<file path="src/rtl/cpl_pkg.sv">
// Constants and types for the console panel control logic.
// Assumes a single 50 MHz clock and a 32-bit AXI4-Lite register bus.
package cpl_pkg;
   localparam int CLK_HZ = 50000000;
   localparam int DEBOUNCE_US = 5000;
   localparam int DEBOUNCE_CYC = (CLK_HZ / 1000000) * DEBOUNCE_US;
   localparam int RTC_PERIOD_US = 16300;
   localparam int RTC_PERIOD_CYC = (CLK_HZ / 1000000) * RTC_PERIOD_US;
   // Register byte offsets
   localparam logic [7:0] OFF_CTRL = 8'h00;
   localparam logic [7:0] OFF_BKPT = 8'h04;
   localparam logic [7:0] OFF_RUNCTL = 8'h08;
   localparam logic [7:0] OFF_CDATA = 8'h0c;
   localparam logic [7:0] OFF_CADDR = 8'h10;
   localparam logic [7:0] OFF_STATUS = 8'h14;
   // Control register bit positions
   localparam int B_MAINT = 0;
   localparam int B_CYCSTEP = 1;
   localparam int B_EXEC_INH = 2;
   localparam int B_CS_INH = 3;
   localparam int B_PAR_INH = 4;
   localparam int B_RELOC = 5;
   localparam int B_BK_WR = 6;
   localparam int B_BK_RD = 7;
   localparam int B_BK_IF = 8;
   localparam int B_RELOC_INST = 9;
   localparam int DSEL_LSB = 12;
   localparam int ASEL_LSB = 16;
   localparam logic [31:0] CTRL_RST = 32'h0000_0000;
   localparam logic [1:0] RESP_OKAY = 2'h0;
   localparam logic [1:0] RESP_SLVERR = 2'h2;
   // Data display sources
   localparam logic [3:0] DS_FUNC2 = 4'h0;
   localparam logic [3:0] DS_FUNC1 = 4'h1;
   localparam logic [3:0] DS_RTC = 4'h2;
   localparam logic [3:0] DS_SCAN = 4'h3;
   localparam logic [3:0] DS_BUSY = 4'h4;
   localparam logic [3:0] DS_CDATA = 4'h5;
   localparam logic [3:0] DS_MSDATA = 4'h6;
   localparam logic [3:0] DS_LEFT = 4'h7;
   localparam logic [3:0] DS_RIGHT = 4'h8;
   localparam logic [3:0] DS_SUM = 4'h9;
   localparam logic [3:0] DS_BOUND = 4'ha;
   // Address display sources
   localparam logic [1:0] AS_MSADDR = 2'h0;
   localparam logic [1:0] AS_CSADDR = 2'h1;
   localparam logic [1:0] AS_CADDR = 2'h2;
   localparam logic [1:0] AS_PEADDR = 2'h3;
   // Per-state run control
   localparam logic [1:0] RUN_STOP = 2'h0;
   localparam logic [1:0] RUN_NORMAL = 2'h1;
   localparam logic [1:0] RUN_BKPT = 2'h2;
   typedef enum logic [2:0] {
      CPL_WR_IDLE = 3'b001,
      CPL_WR_RESP = 3'b010,
      CPL_WR_HOLD = 3'b100
   } cpl_wr_t;
endpackage : cpl_pkg

</file>
<file path="src/rtl/cpl_panel.sv">
// Console panel control logic: display selectors, console registers,
// breakpoint compare, run controls and maintenance overrides.
// Assumes panel inputs are synchronous to core_clk; presses are debounced here.
//
// How it works
// Eleven data sources to data lamps; most need maintenance mode.
// Clear-data press zeroes the console data register.
// Each data pushbutton sets only its own console data bit.
// Data lamps show the selected data source bit by bit.
// Data lamp bits 13 to 15 also feed the speaker outputs.
// Four address sources to address lamps; two need maintenance mode.
// Clear-address press zeroes the console address register.
// Each address pushbutton sets only its own console address bit.
// Write-data breakpoint stops after a storage write at the address.
// Read-data breakpoint stops after a storage read at the address.
// Instruction breakpoint stops after a fetch from the address.
// Relocate switch picks system or physical address for compare/display.
// Breakpoint address is five hex digits from selectors.
// Eight states each have stop/step, run, or run-to-breakpoint.
// Step unit is instruction, or major cycle when cycle-step on.
// Executive inhibit suppresses periodic autostart of state 4.
// Control-store inhibit forces control-store words to zero.
// Parity inhibit blocks parity stops/traps, keeps indicators.
// Each even-parity toggle press flips its byte parity; odd default.
// Maintenance group controls work only in maintenance mode.
// Left feeder force loads ones into the left ALU feeder.
// Both forces held: ones into storage data and forced carry.
// Panel inputs are debounced; each press is one event.
`timescale 1ns/10ps
module cpl_panel #(
   parameter int DW = 16,
   parameter int AW = 20,
   parameter int CSW = 32,
   parameter int DEBOUNCE_CYC = cpl_pkg::DEBOUNCE_CYC,
   parameter int RTC_PERIOD_CYC = cpl_pkg::RTC_PERIOD_CYC
) (
   input wire logic core_clk,
   input wire logic srst,
   input wire logic [7:0] s_axi_awaddr,
   input wire logic s_axi_awvalid,
   output logic s_axi_awready,
   input wire logic [31:0] s_axi_wdata,
   input wire logic [3:0] s_axi_wstrb,
   input wire logic s_axi_wvalid,
   output logic s_axi_wready,
   output logic [1:0] s_axi_bresp,
   output logic s_axi_bvalid,
   input wire logic s_axi_bready,
   input wire logic [7:0] s_axi_araddr,
   input wire logic s_axi_arvalid,
   output logic s_axi_arready,
   output logic [31:0] s_axi_rdata,
   output logic [1:0] s_axi_rresp,
   output logic s_axi_rvalid,
   input wire logic s_axi_rready,
   input wire logic [DW-1:0] data_btn,
   input wire logic [DW-1:0] addr_btn,
   input wire logic clear_data_btn,
   input wire logic clear_addr_btn,
   input wire logic even_par0_btn,
   input wire logic even_par1_btn,
   input wire logic force_left_btn,
   input wire logic force_right_btn,
   input wire logic [DW-1:0] micro_function_rank_two,
   input wire logic [DW-1:0] micro_function_rank_one,
   input wire logic [DW-1:0] rtc_value,
   input wire logic [DW-1:0] control_store_scan_register,
   input wire logic [DW-1:0] busy_active_register,
   input wire logic [DW-1:0] ms_data_register,
   input wire logic [DW-1:0] alu_feeder_left,
   input wire logic [DW-1:0] alu_feeder_right,
   input wire logic [DW-1:0] alu_sum,
   input wire logic [DW-1:0] boundary_crossing_register,
   input wire logic [AW-1:0] ms_sys_addr,
   input wire logic [AW-1:0] ms_phys_addr,
   input wire logic [AW-1:0] control_store_address_register,
   input wire logic [AW-1:0] parity_error_address_register,
   input wire logic [CSW-1:0] cs_word_in,
   input wire logic ms_ref_end,
   input wire logic ms_ref_write,
   input wire logic instr_fetch_done,
   input wire logic [2:0] active_state,
   input wire logic ms_par_err,
   input wire logic cs_par_err,
   output logic [DW-1:0] data_lamps,
   output logic [2:0] speaker_drive,
   output logic [AW-1:0] addr_lamps,
   output logic bkpt_stop,
   output logic [7:0] state_run_en,
   output logic [7:0] state_bkpt_mode,
   output logic step_major_cycle,
   output logic exec_autostart,
   output logic [CSW-1:0] cs_word_out,
   output logic parity_stop,
   output logic ms_par_ind,
   output logic cs_par_ind,
   output logic [1:0] even_parity,
   output logic load_left_ones,
   output logic load_msdata_ones,
   output logic force_carry
);
   localparam int NBTN = 2 * DW + 6;
   localparam int DBW = $clog2(DEBOUNCE_CYC + 1);
   localparam int RTW = $clog2(RTC_PERIOD_CYC + 1);

   // ----------------------------------------------------------
   // Debounce
   // ----------------------------------------------------------
   logic [NBTN-1:0] raw_in, deb, deb_q, press;
   assign raw_in = {force_right_btn, force_left_btn, even_par1_btn, even_par0_btn,
                    clear_addr_btn, clear_data_btn, addr_btn, data_btn};

   genvar gi;
   generate
      for (gi = 0; gi < NBTN; gi++) begin : g_deb
         logic [DBW-1:0] cnt;
         always_ff @(posedge core_clk) begin
            if (srst) begin
               cnt <= '0;
               deb[gi] <= 1'b0;
            end else if (raw_in[gi] == deb[gi]) begin
               cnt <= '0;
            end else if (cnt == DBW'(DEBOUNCE_CYC - 1)) begin
               cnt <= '0;
               deb[gi] <= raw_in[gi];
            end else begin
               cnt <= cnt + 1'b1;
            end
         end
      end
   endgenerate
   always_ff @(posedge core_clk) begin
      deb_q <= srst ? '0 : deb;
   end
   assign press = deb & ~deb_q;
   wire logic [DW-1:0] data_press = press[DW-1:0];
   wire logic [DW-1:0] addr_press = press[2*DW-1:DW];
   wire logic clr_d = press[2*DW];
   wire logic clr_a = press[2*DW+1];
   wire logic par0_press = press[2*DW+2];
   wire logic par1_press = press[2*DW+3];
   wire logic left_held = deb[2*DW+4];
   wire logic right_held = deb[2*DW+5];
   // ----------------------------------------------------------
   // Register bus
   // ----------------------------------------------------------
   logic [31:0] ctrl, bkpt, runctl;
   logic [DW-1:0] cdata;
   logic [AW-1:0] caddr;
   logic [7:0] aw_q;
   logic aw_held, w_held;
   logic [31:0] w_q;
   wire logic maint = ctrl[cpl_pkg::B_MAINT];
   wire logic do_wr = aw_held && w_held && !s_axi_bvalid;
   always_ff @(posedge core_clk) begin
      if (srst) begin
         aw_held <= 1'b0;
         w_held <= 1'b0;
         aw_q <= '0;
         w_q <= '0;
         s_axi_bvalid <= 1'b0;
         s_axi_bresp <= cpl_pkg::RESP_OKAY;
      end else begin
         if (s_axi_awvalid && s_axi_awready) begin
            aw_held <= 1'b1;
            aw_q <= s_axi_awaddr;
         end
         if (s_axi_wvalid && s_axi_wready) begin
            w_held <= 1'b1;
            w_q <= s_axi_wdata;
         end
         if (do_wr) begin
            aw_held <= 1'b0;
            w_held <= 1'b0;
            s_axi_bvalid <= 1'b1;
            s_axi_bresp <= (aw_q > cpl_pkg::OFF_STATUS || aw_q[1:0] != 2'h0) ?
                           cpl_pkg::RESP_SLVERR : cpl_pkg::RESP_OKAY;
         end else if (s_axi_bvalid && s_axi_bready) begin
            s_axi_bvalid <= 1'b0;
         end
      end
   end
   always_ff @(posedge core_clk) begin
      s_axi_awready <= !srst && !((aw_held || (s_axi_awvalid && s_axi_awready)) && !do_wr);
      s_axi_wready <= !srst && !((w_held || (s_axi_wvalid && s_axi_wready)) && !do_wr);
      s_axi_arready <= !srst && !(s_axi_arvalid && s_axi_arready) &&
                       (!s_axi_rvalid || s_axi_rready);
   end
   wire logic wr_ctrl = do_wr && aw_q == cpl_pkg::OFF_CTRL;
   wire logic wr_bkpt = do_wr && aw_q == cpl_pkg::OFF_BKPT;
   wire logic wr_run = do_wr && aw_q == cpl_pkg::OFF_RUNCTL;
   always_ff @(posedge core_clk) begin
      ctrl <= srst ? cpl_pkg::CTRL_RST : (wr_ctrl ? w_q : ctrl);
      bkpt <= srst ? '0 : (wr_bkpt ? w_q : bkpt);
      runctl <= srst ? '0 : (wr_run ? w_q : runctl);
   end
   always_ff @(posedge core_clk) begin
      if (srst) begin
         s_axi_rvalid <= 1'b0;
         s_axi_rdata <= '0;
         s_axi_rresp <= cpl_pkg::RESP_OKAY;
      end else if (s_axi_arvalid && s_axi_arready) begin
         s_axi_rvalid <= 1'b1;
         s_axi_rresp <= cpl_pkg::RESP_OKAY;
         case (s_axi_araddr)
            cpl_pkg::OFF_CTRL: s_axi_rdata <= ctrl;
            cpl_pkg::OFF_BKPT: s_axi_rdata <= bkpt;
            cpl_pkg::OFF_RUNCTL: s_axi_rdata <= runctl;
            cpl_pkg::OFF_CDATA: s_axi_rdata <= 32'(cdata);
            cpl_pkg::OFF_CADDR: s_axi_rdata <= 32'(caddr);
            cpl_pkg::OFF_STATUS: s_axi_rdata <= {26'h0, bkpt_stop, even_parity,
                                                 cs_par_ind, ms_par_ind, parity_stop};
            default: begin
               s_axi_rdata <= '0;
               s_axi_rresp <= cpl_pkg::RESP_SLVERR;
            end
         endcase
      end else if (s_axi_rvalid && s_axi_rready) begin
         s_axi_rvalid <= 1'b0;
      end
   end
   // ----------------------------------------------------------
   // Console registers
   // ----------------------------------------------------------
   always_ff @(posedge core_clk) begin
      cdata <= (srst || clr_d) ? '0 : cdata | data_press;
   end
   always_ff @(posedge core_clk) begin
      caddr <= (srst || clr_a) ? '0 : caddr | AW'(addr_press);
   end
   // ----------------------------------------------------------
   // Display selection
   // ----------------------------------------------------------
   wire logic [3:0] dsel = ctrl[cpl_pkg::DSEL_LSB +: 4];
   wire logic [1:0] asel = ctrl[cpl_pkg::ASEL_LSB +: 2];
   wire logic use_sys = ctrl[cpl_pkg::B_RELOC_INST] && ctrl[cpl_pkg::B_RELOC];
   wire logic [AW-1:0] ms_addr = use_sys ? ms_sys_addr : ms_phys_addr;
   logic [DW-1:0] next_data_lamps;
   logic [AW-1:0] next_addr_lamps;

   always_comb begin
      next_data_lamps = '0;
      case (dsel)
         cpl_pkg::DS_BUSY: next_data_lamps = busy_active_register;
         cpl_pkg::DS_CDATA: next_data_lamps = cdata;
         cpl_pkg::DS_FUNC2: if (maint) next_data_lamps = micro_function_rank_two;
         cpl_pkg::DS_FUNC1: if (maint) next_data_lamps = micro_function_rank_one;
         cpl_pkg::DS_RTC: if (maint) next_data_lamps = rtc_value;
         cpl_pkg::DS_SCAN: if (maint) next_data_lamps = control_store_scan_register;
         cpl_pkg::DS_MSDATA: if (maint) next_data_lamps = ms_data_register;
         cpl_pkg::DS_LEFT: if (maint) next_data_lamps = alu_feeder_left;
         cpl_pkg::DS_RIGHT: if (maint) next_data_lamps = alu_feeder_right;
         cpl_pkg::DS_SUM: if (maint) next_data_lamps = alu_sum;
         cpl_pkg::DS_BOUND: if (maint) next_data_lamps = boundary_crossing_register;
         default: next_data_lamps = '0;
      endcase
   end

   always_comb begin
      next_addr_lamps = '0;
      case (asel)
         cpl_pkg::AS_MSADDR: next_addr_lamps = ms_addr;
         cpl_pkg::AS_CADDR: next_addr_lamps = caddr;
         cpl_pkg::AS_CSADDR: if (maint) next_addr_lamps = control_store_address_register;
         cpl_pkg::AS_PEADDR: if (maint) next_addr_lamps = parity_error_address_register;
         default: next_addr_lamps = '0;
      endcase
   end

   always_ff @(posedge core_clk) begin
      data_lamps <= srst ? '0 : next_data_lamps;
      speaker_drive <= srst ? '0 : next_data_lamps[15:13];
      addr_lamps <= srst ? '0 : next_addr_lamps;
   end
   // ----------------------------------------------------------
   // Breakpoint and run control
   // ----------------------------------------------------------
   wire logic [AW-1:0] bk_addr = bkpt[AW-1:0];
   wire logic addr_eq = ms_addr == bk_addr;
   logic next_bkpt;
   always_comb begin
      next_bkpt = 1'b0;
      if (ctrl[cpl_pkg::B_BK_WR] && ms_ref_end && ms_ref_write && addr_eq) next_bkpt = 1'b1;
      if (ctrl[cpl_pkg::B_BK_RD] && ms_ref_end && !ms_ref_write && addr_eq) next_bkpt = 1'b1;
      if (ctrl[cpl_pkg::B_BK_IF] && instr_fetch_done && addr_eq) next_bkpt = 1'b1;
      if (runctl[2*active_state +: 2] != cpl_pkg::RUN_BKPT) next_bkpt = 1'b0;
   end

   logic [RTW-1:0] rtc_cnt;
   always_ff @(posedge core_clk) begin
      if (srst) begin
         rtc_cnt <= '0;
         exec_autostart <= 1'b0;
      end else begin
         exec_autostart <= 1'b0;
         if (rtc_cnt == RTW'(RTC_PERIOD_CYC - 1)) begin
            rtc_cnt <= '0;
            exec_autostart <= !(maint && ctrl[cpl_pkg::B_EXEC_INH]);
         end else begin
            rtc_cnt <= rtc_cnt + 1'b1;
         end
      end
   end

   generate
      for (gi = 0; gi < 8; gi++) begin : g_state
         always_ff @(posedge core_clk) begin
            state_run_en[gi] <= !srst && runctl[2*gi +: 2] != cpl_pkg::RUN_STOP;
            state_bkpt_mode[gi] <= !srst && runctl[2*gi +: 2] == cpl_pkg::RUN_BKPT;
         end
      end
   endgenerate
   // ----------------------------------------------------------
   // Maintenance overrides
   // ----------------------------------------------------------
   always_ff @(posedge core_clk) begin
      if (srst) begin
         bkpt_stop <= 1'b0;
         step_major_cycle <= 1'b0;
         cs_word_out <= '0;
         parity_stop <= 1'b0;
         ms_par_ind <= 1'b0;
         cs_par_ind <= 1'b0;
         load_left_ones <= 1'b0;
         load_msdata_ones <= 1'b0;
         force_carry <= 1'b0;
      end else begin
         bkpt_stop <= next_bkpt;
         step_major_cycle <= maint && ctrl[cpl_pkg::B_CYCSTEP];
         cs_word_out <= (maint && ctrl[cpl_pkg::B_CS_INH]) ? '0 : cs_word_in;
         parity_stop <= (ms_par_err || cs_par_err) &&
                        !(maint && ctrl[cpl_pkg::B_PAR_INH]);
         ms_par_ind <= ms_par_err;
         cs_par_ind <= cs_par_err;
         load_left_ones <= maint && left_held && !right_held;
         load_msdata_ones <= maint && left_held && right_held;
         force_carry <= maint && left_held && right_held;
      end
   end

   always_ff @(posedge core_clk) begin
      if (srst) begin
         even_parity <= 2'h0;
      end else if (maint) begin
         even_parity <= even_parity ^ {par1_press, par0_press};
      end
   end
endmodule : cpl_panel

</file>
<file path="config.mk">
export PLATFORM = sky130hd
export DESIGN_NAME = cpl_panel
export DESIGN_NICKNAME = d
export VERILOG_FILES = /design/src/rtl/cpl_pkg.sv /design/src/rtl/cpl_panel.sv
export SDC_FILE = /design/constraint.sdc
export NUM_CORES = 2
export LEC_CHECK = 0
export ABC_AREA = 1
export BUFFER_PORTS_ARGS = -buffer_cell sky130_fd_sc_hd__buf_2
export CELL_PAD_IN_SITES_DETAIL_PLACEMENT = 1
export CELL_PAD_IN_SITES_GLOBAL_PLACEMENT = 2
export CORE_ASPECT_RATIO = 0.75
export CORE_MARGIN = 1.5
export CORE_UTILIZATION = 35
export CTS_BUF_LIST = sky130_fd_sc_hd__clkbuf_8
export DETAILED_ROUTE_END_ITERATION = 6
export PLACE_DENSITY = 0.81
export RECOVER_POWER = 50
export SYNTH_ARGS = -nofsm -noshare
export SYNTH_HDL_FRONTEND = slang
export SYNTH_SLANG_ARGS = --single-unit
</file>
<file path="constraint.sdc">
create_clock -name core_clk -period 1.9 [get_ports core_clk]
set_input_delay 0.095 -clock core_clk [delete_from_list [all_inputs] [get_ports core_clk]]
set_output_delay 0.095 -clock core_clk [all_outputs]
set_load 0.02 [all_outputs]
</file>
==> run metrics <==
PwrDens 738 nW/um^2; clock slew at reported path FFs 60 ps; sequential cell area between 20000 and 25000 um^2; Setup WS pre-CTS 56.0 ps; Netlist cell types 47; DRT Wirelength 189000 um; cts bufs inserted 186; Root Driver clkbuf_8; PortBufs 509; WP data arrival 2690 ps; overall power 0.0486 W; CP max stage delay 370 ps; final hold vios 0; CP cell instances inv_1, nor2_2, nand2_4, nor3_4, buf_12, buf_12, nor2_1, a211oi_1; clock skew around 27 ps; Warnings, synthesis 0; fillers approximately 18000; clk sinks approximately 1100; vias in the first global route 53600; Synth Instances 7136; min Tclk post-route roughly 1900 ps; Final Slew Violations 0; Final WS setup 27.3 ps; Routed Antenna Nets 0; drt via density 5.00; placed cell count 9522; Cell Count, Final, Fillers Out between 10000 and 15000; final-report setup violation count 0; WL/cell 18.1 um; status completed; Core Region 143000 um^2; Main synth FF type dfxtp_1; sequential-to-total area share from yosys stat a little over two fifths; Nets 8793; H-tree levels 4; largest net degree at the start of global routing 66; Clock Latency Late Sink 920 ps; Worst Path Required 2710 ps; Crit Path Max Fanout 34; Min-Delay Path Class primary input to register; GPL Wtd Cong 0.927; total global-route track usage approximately a quarter; die area 147000 um^2; first-pass GRT wire length 294000 um; Multi-input gate area 24900 um^2; # IOs 516; final design utilization 46.0%; startpoint types register; Die W 442 um; First DRT Iteration DRCs 2704; final period utilization 98.6%; fmax about 530 MHz; final global-route overflow total 0; critical path class register to register; cell row count 120; highest-delay cell along the critical path dfxtp_1; maxcap violations 0; Netlist Area Pre-Place a little over 50000 um^2; FF+latch count, synth 1081; Avg Inst Size Synth between 7 and 8 um^2; Leak 24.5 nW; TritonCTS clock tree built; Die H approximately 330 um; clock tree buffer depth 3; DRC Markers 0; CP Capture Type register; Final HPWL DP 131000 um; number of flops mapped to enable cells by yosys 0; Critical Path Most Common Cell buf_12; setup TNS 0 ps; DR pass1 iterations 5; asr flop ratio synth 0%; VDD IR-drop max 0.469 mV; Syn-to-layout area delta 30.4%; slew margin rel. 54.0%; Tightest Pin Transition 690 ps; initial antenna violation count 34; via count roughly 52000; layout cells sized above 1 13.3%; Initial Util 35.3%
[cell type report]
class | instances | share of cell area (%)
Multi-Input combinational cell | 5014 | 37.9
Sequential cell | 1081 | 32.9
Timing Repair Buffer | 1238 | 14.7
Clock buffer | 249 | 5.21
Inverter | 856 | 4.89
Tap cell | 1891 | 3.60
Clock inverter | 85 | 0.666
Antenna cell | 33 | 0.125
[path summary, 6_finish.rpt]
kind                                    from                    endpoint  slack (ps)  depth (start not counted)
hold reg to reg   g_deb[6].cnt[0]$_SDFF_PP0_  g_deb[6].cnt[0]$_SDFF_PP0_         450                          1
hold / removal                clear_data_btn        deb[32]$_SDFFE_PP0P_          90                          4
setup reg to reg         w_held$_SDFFE_PP0P_       ctrl[31]$_SDFFE_PP0P_          30                          8
setup / recovery         w_held$_SDFFE_PP0P_       ctrl[31]$_SDFFE_PP0P_          30                          8
[cell usage in the layout (no fill, tap or decap), drive strengths merged, types with 10 or more instances in the layout]
master,n
a211oi,65
xor2,193
diode,33
ha,39
nor3b,38
dlygate4sd3,543
buf,566
nand2,1377
clkinv,22
o21ai,218
xnor2,42
dfxtp,1081
or2,89
nor3,386
nand3,613
a41oi,13
inv,913
nand3b,46
clkbuf,378
nand4,170
nor2,1186
a31oi,43
nor4,32
a21oi,425
o211ai,10
[worst max-delay path, delay by kind of cell, from the launching register on]
kind,cells,cell delay (ps)
AND/OR/NAND/NOR,4,600
buffers and inverters,3,540
flip-flops,1,370
AO/OA/AOI/OAI,1,220
[power by group]
part / internal, W / switching [W] / total (W) / leakage [nW]
logic: 0.00154 / 0.00183 / 0.00337 / 13.5
clock network: 0.0118 / 0.0103 / 0.0221 / 2.19
registers: 0.0229 / 0.000152 / 0.0231 / 8.74
[registers in the layout (all words and copies together), names as in the netlist, 2 cells and up]
signal and cells:
deb_q 36, caddr 16, addr_lamps 20, state_run_en 8, even_parity 2, data_lamps 16
state_bkpt_mode 8, runctl 32, cdata 16, w_q 32, g_deb.cnt 684, bkpt 32
rtc_cnt 20, cs_word_out 32, aw_q 8, s_axi_rdata 32, deb 36, ctrl 32
[synth_stat cells, drive strengths merged, types with 4 or more instances]
master  instances  area, um^2
a41oi          13         114
and3            7        43.8
nand3         612        3130
xor2          193        1690
clkbuf         63         236
o22ai           6        37.5
a21oi         425        2130
or3             5        31.3
inv           855        3210
nor2         1186        4560
nand2        1376        5220
ha             39         488
nor3b          38         285
xnor2          42         368
o21ai         218        1090
or2            89         557
nor3          386        2050
o211ai         10        75.1
dfxtp        1081       21600
nand3b         46         345
a211oi         65         768
nor4           32         200
o31ai           4        30.0
nand4         170        1060
a31oi          43         269
buf           125         802
[metal layers]
layer | track usage [%] | vias to the layer above | part of all wire [%]
li1 | - | 25700 | -
met5 | 0 | - | 0
met1 | 32.8 | 24800 | 46
met4 | 12.8 | 0 | 5.0
met3 | 4.25 | 525 | 4.6
met2 | 39.4 | 1204 | 45
[per-stage QoR]
stage                     instance area [um^2]  hold slack, ps
after floorplan                          50500             207
after global placement                   56200             308
after detailed placement                 56200             317
after CTS                                65500            1.54
after global routing                     65800            28.8
final                                    65800            90.9
[timing repair]
action                                  in CTS  in global routing
hold buffers                               545                  0
endpoints found under the hold margin      962                  0
endpoints found under the setup margin       0                309
setup buffers                                0                 13
gates resized for setup                      0                 85
[cells by family (layout without fill, tap and decap cells)]
kind of cell / count (synthesis) / in the layout / synth area share [%]
AOI/OAI and AO/OA: 787 / 787 / 8.99
xor gates and xnor gates: 235 / 235 / 4.08
adders and majority gates: 39 / 39 / 0.967
buffers and inverters: 1044 / 2428 / 8.42
DFF: 1081 / 1081 / 42.9
other: 1 / 35 / 0.00743
and+or+nand+nor: 3949 / 3951 / 34.7
(Power assumes the default switching activity.)
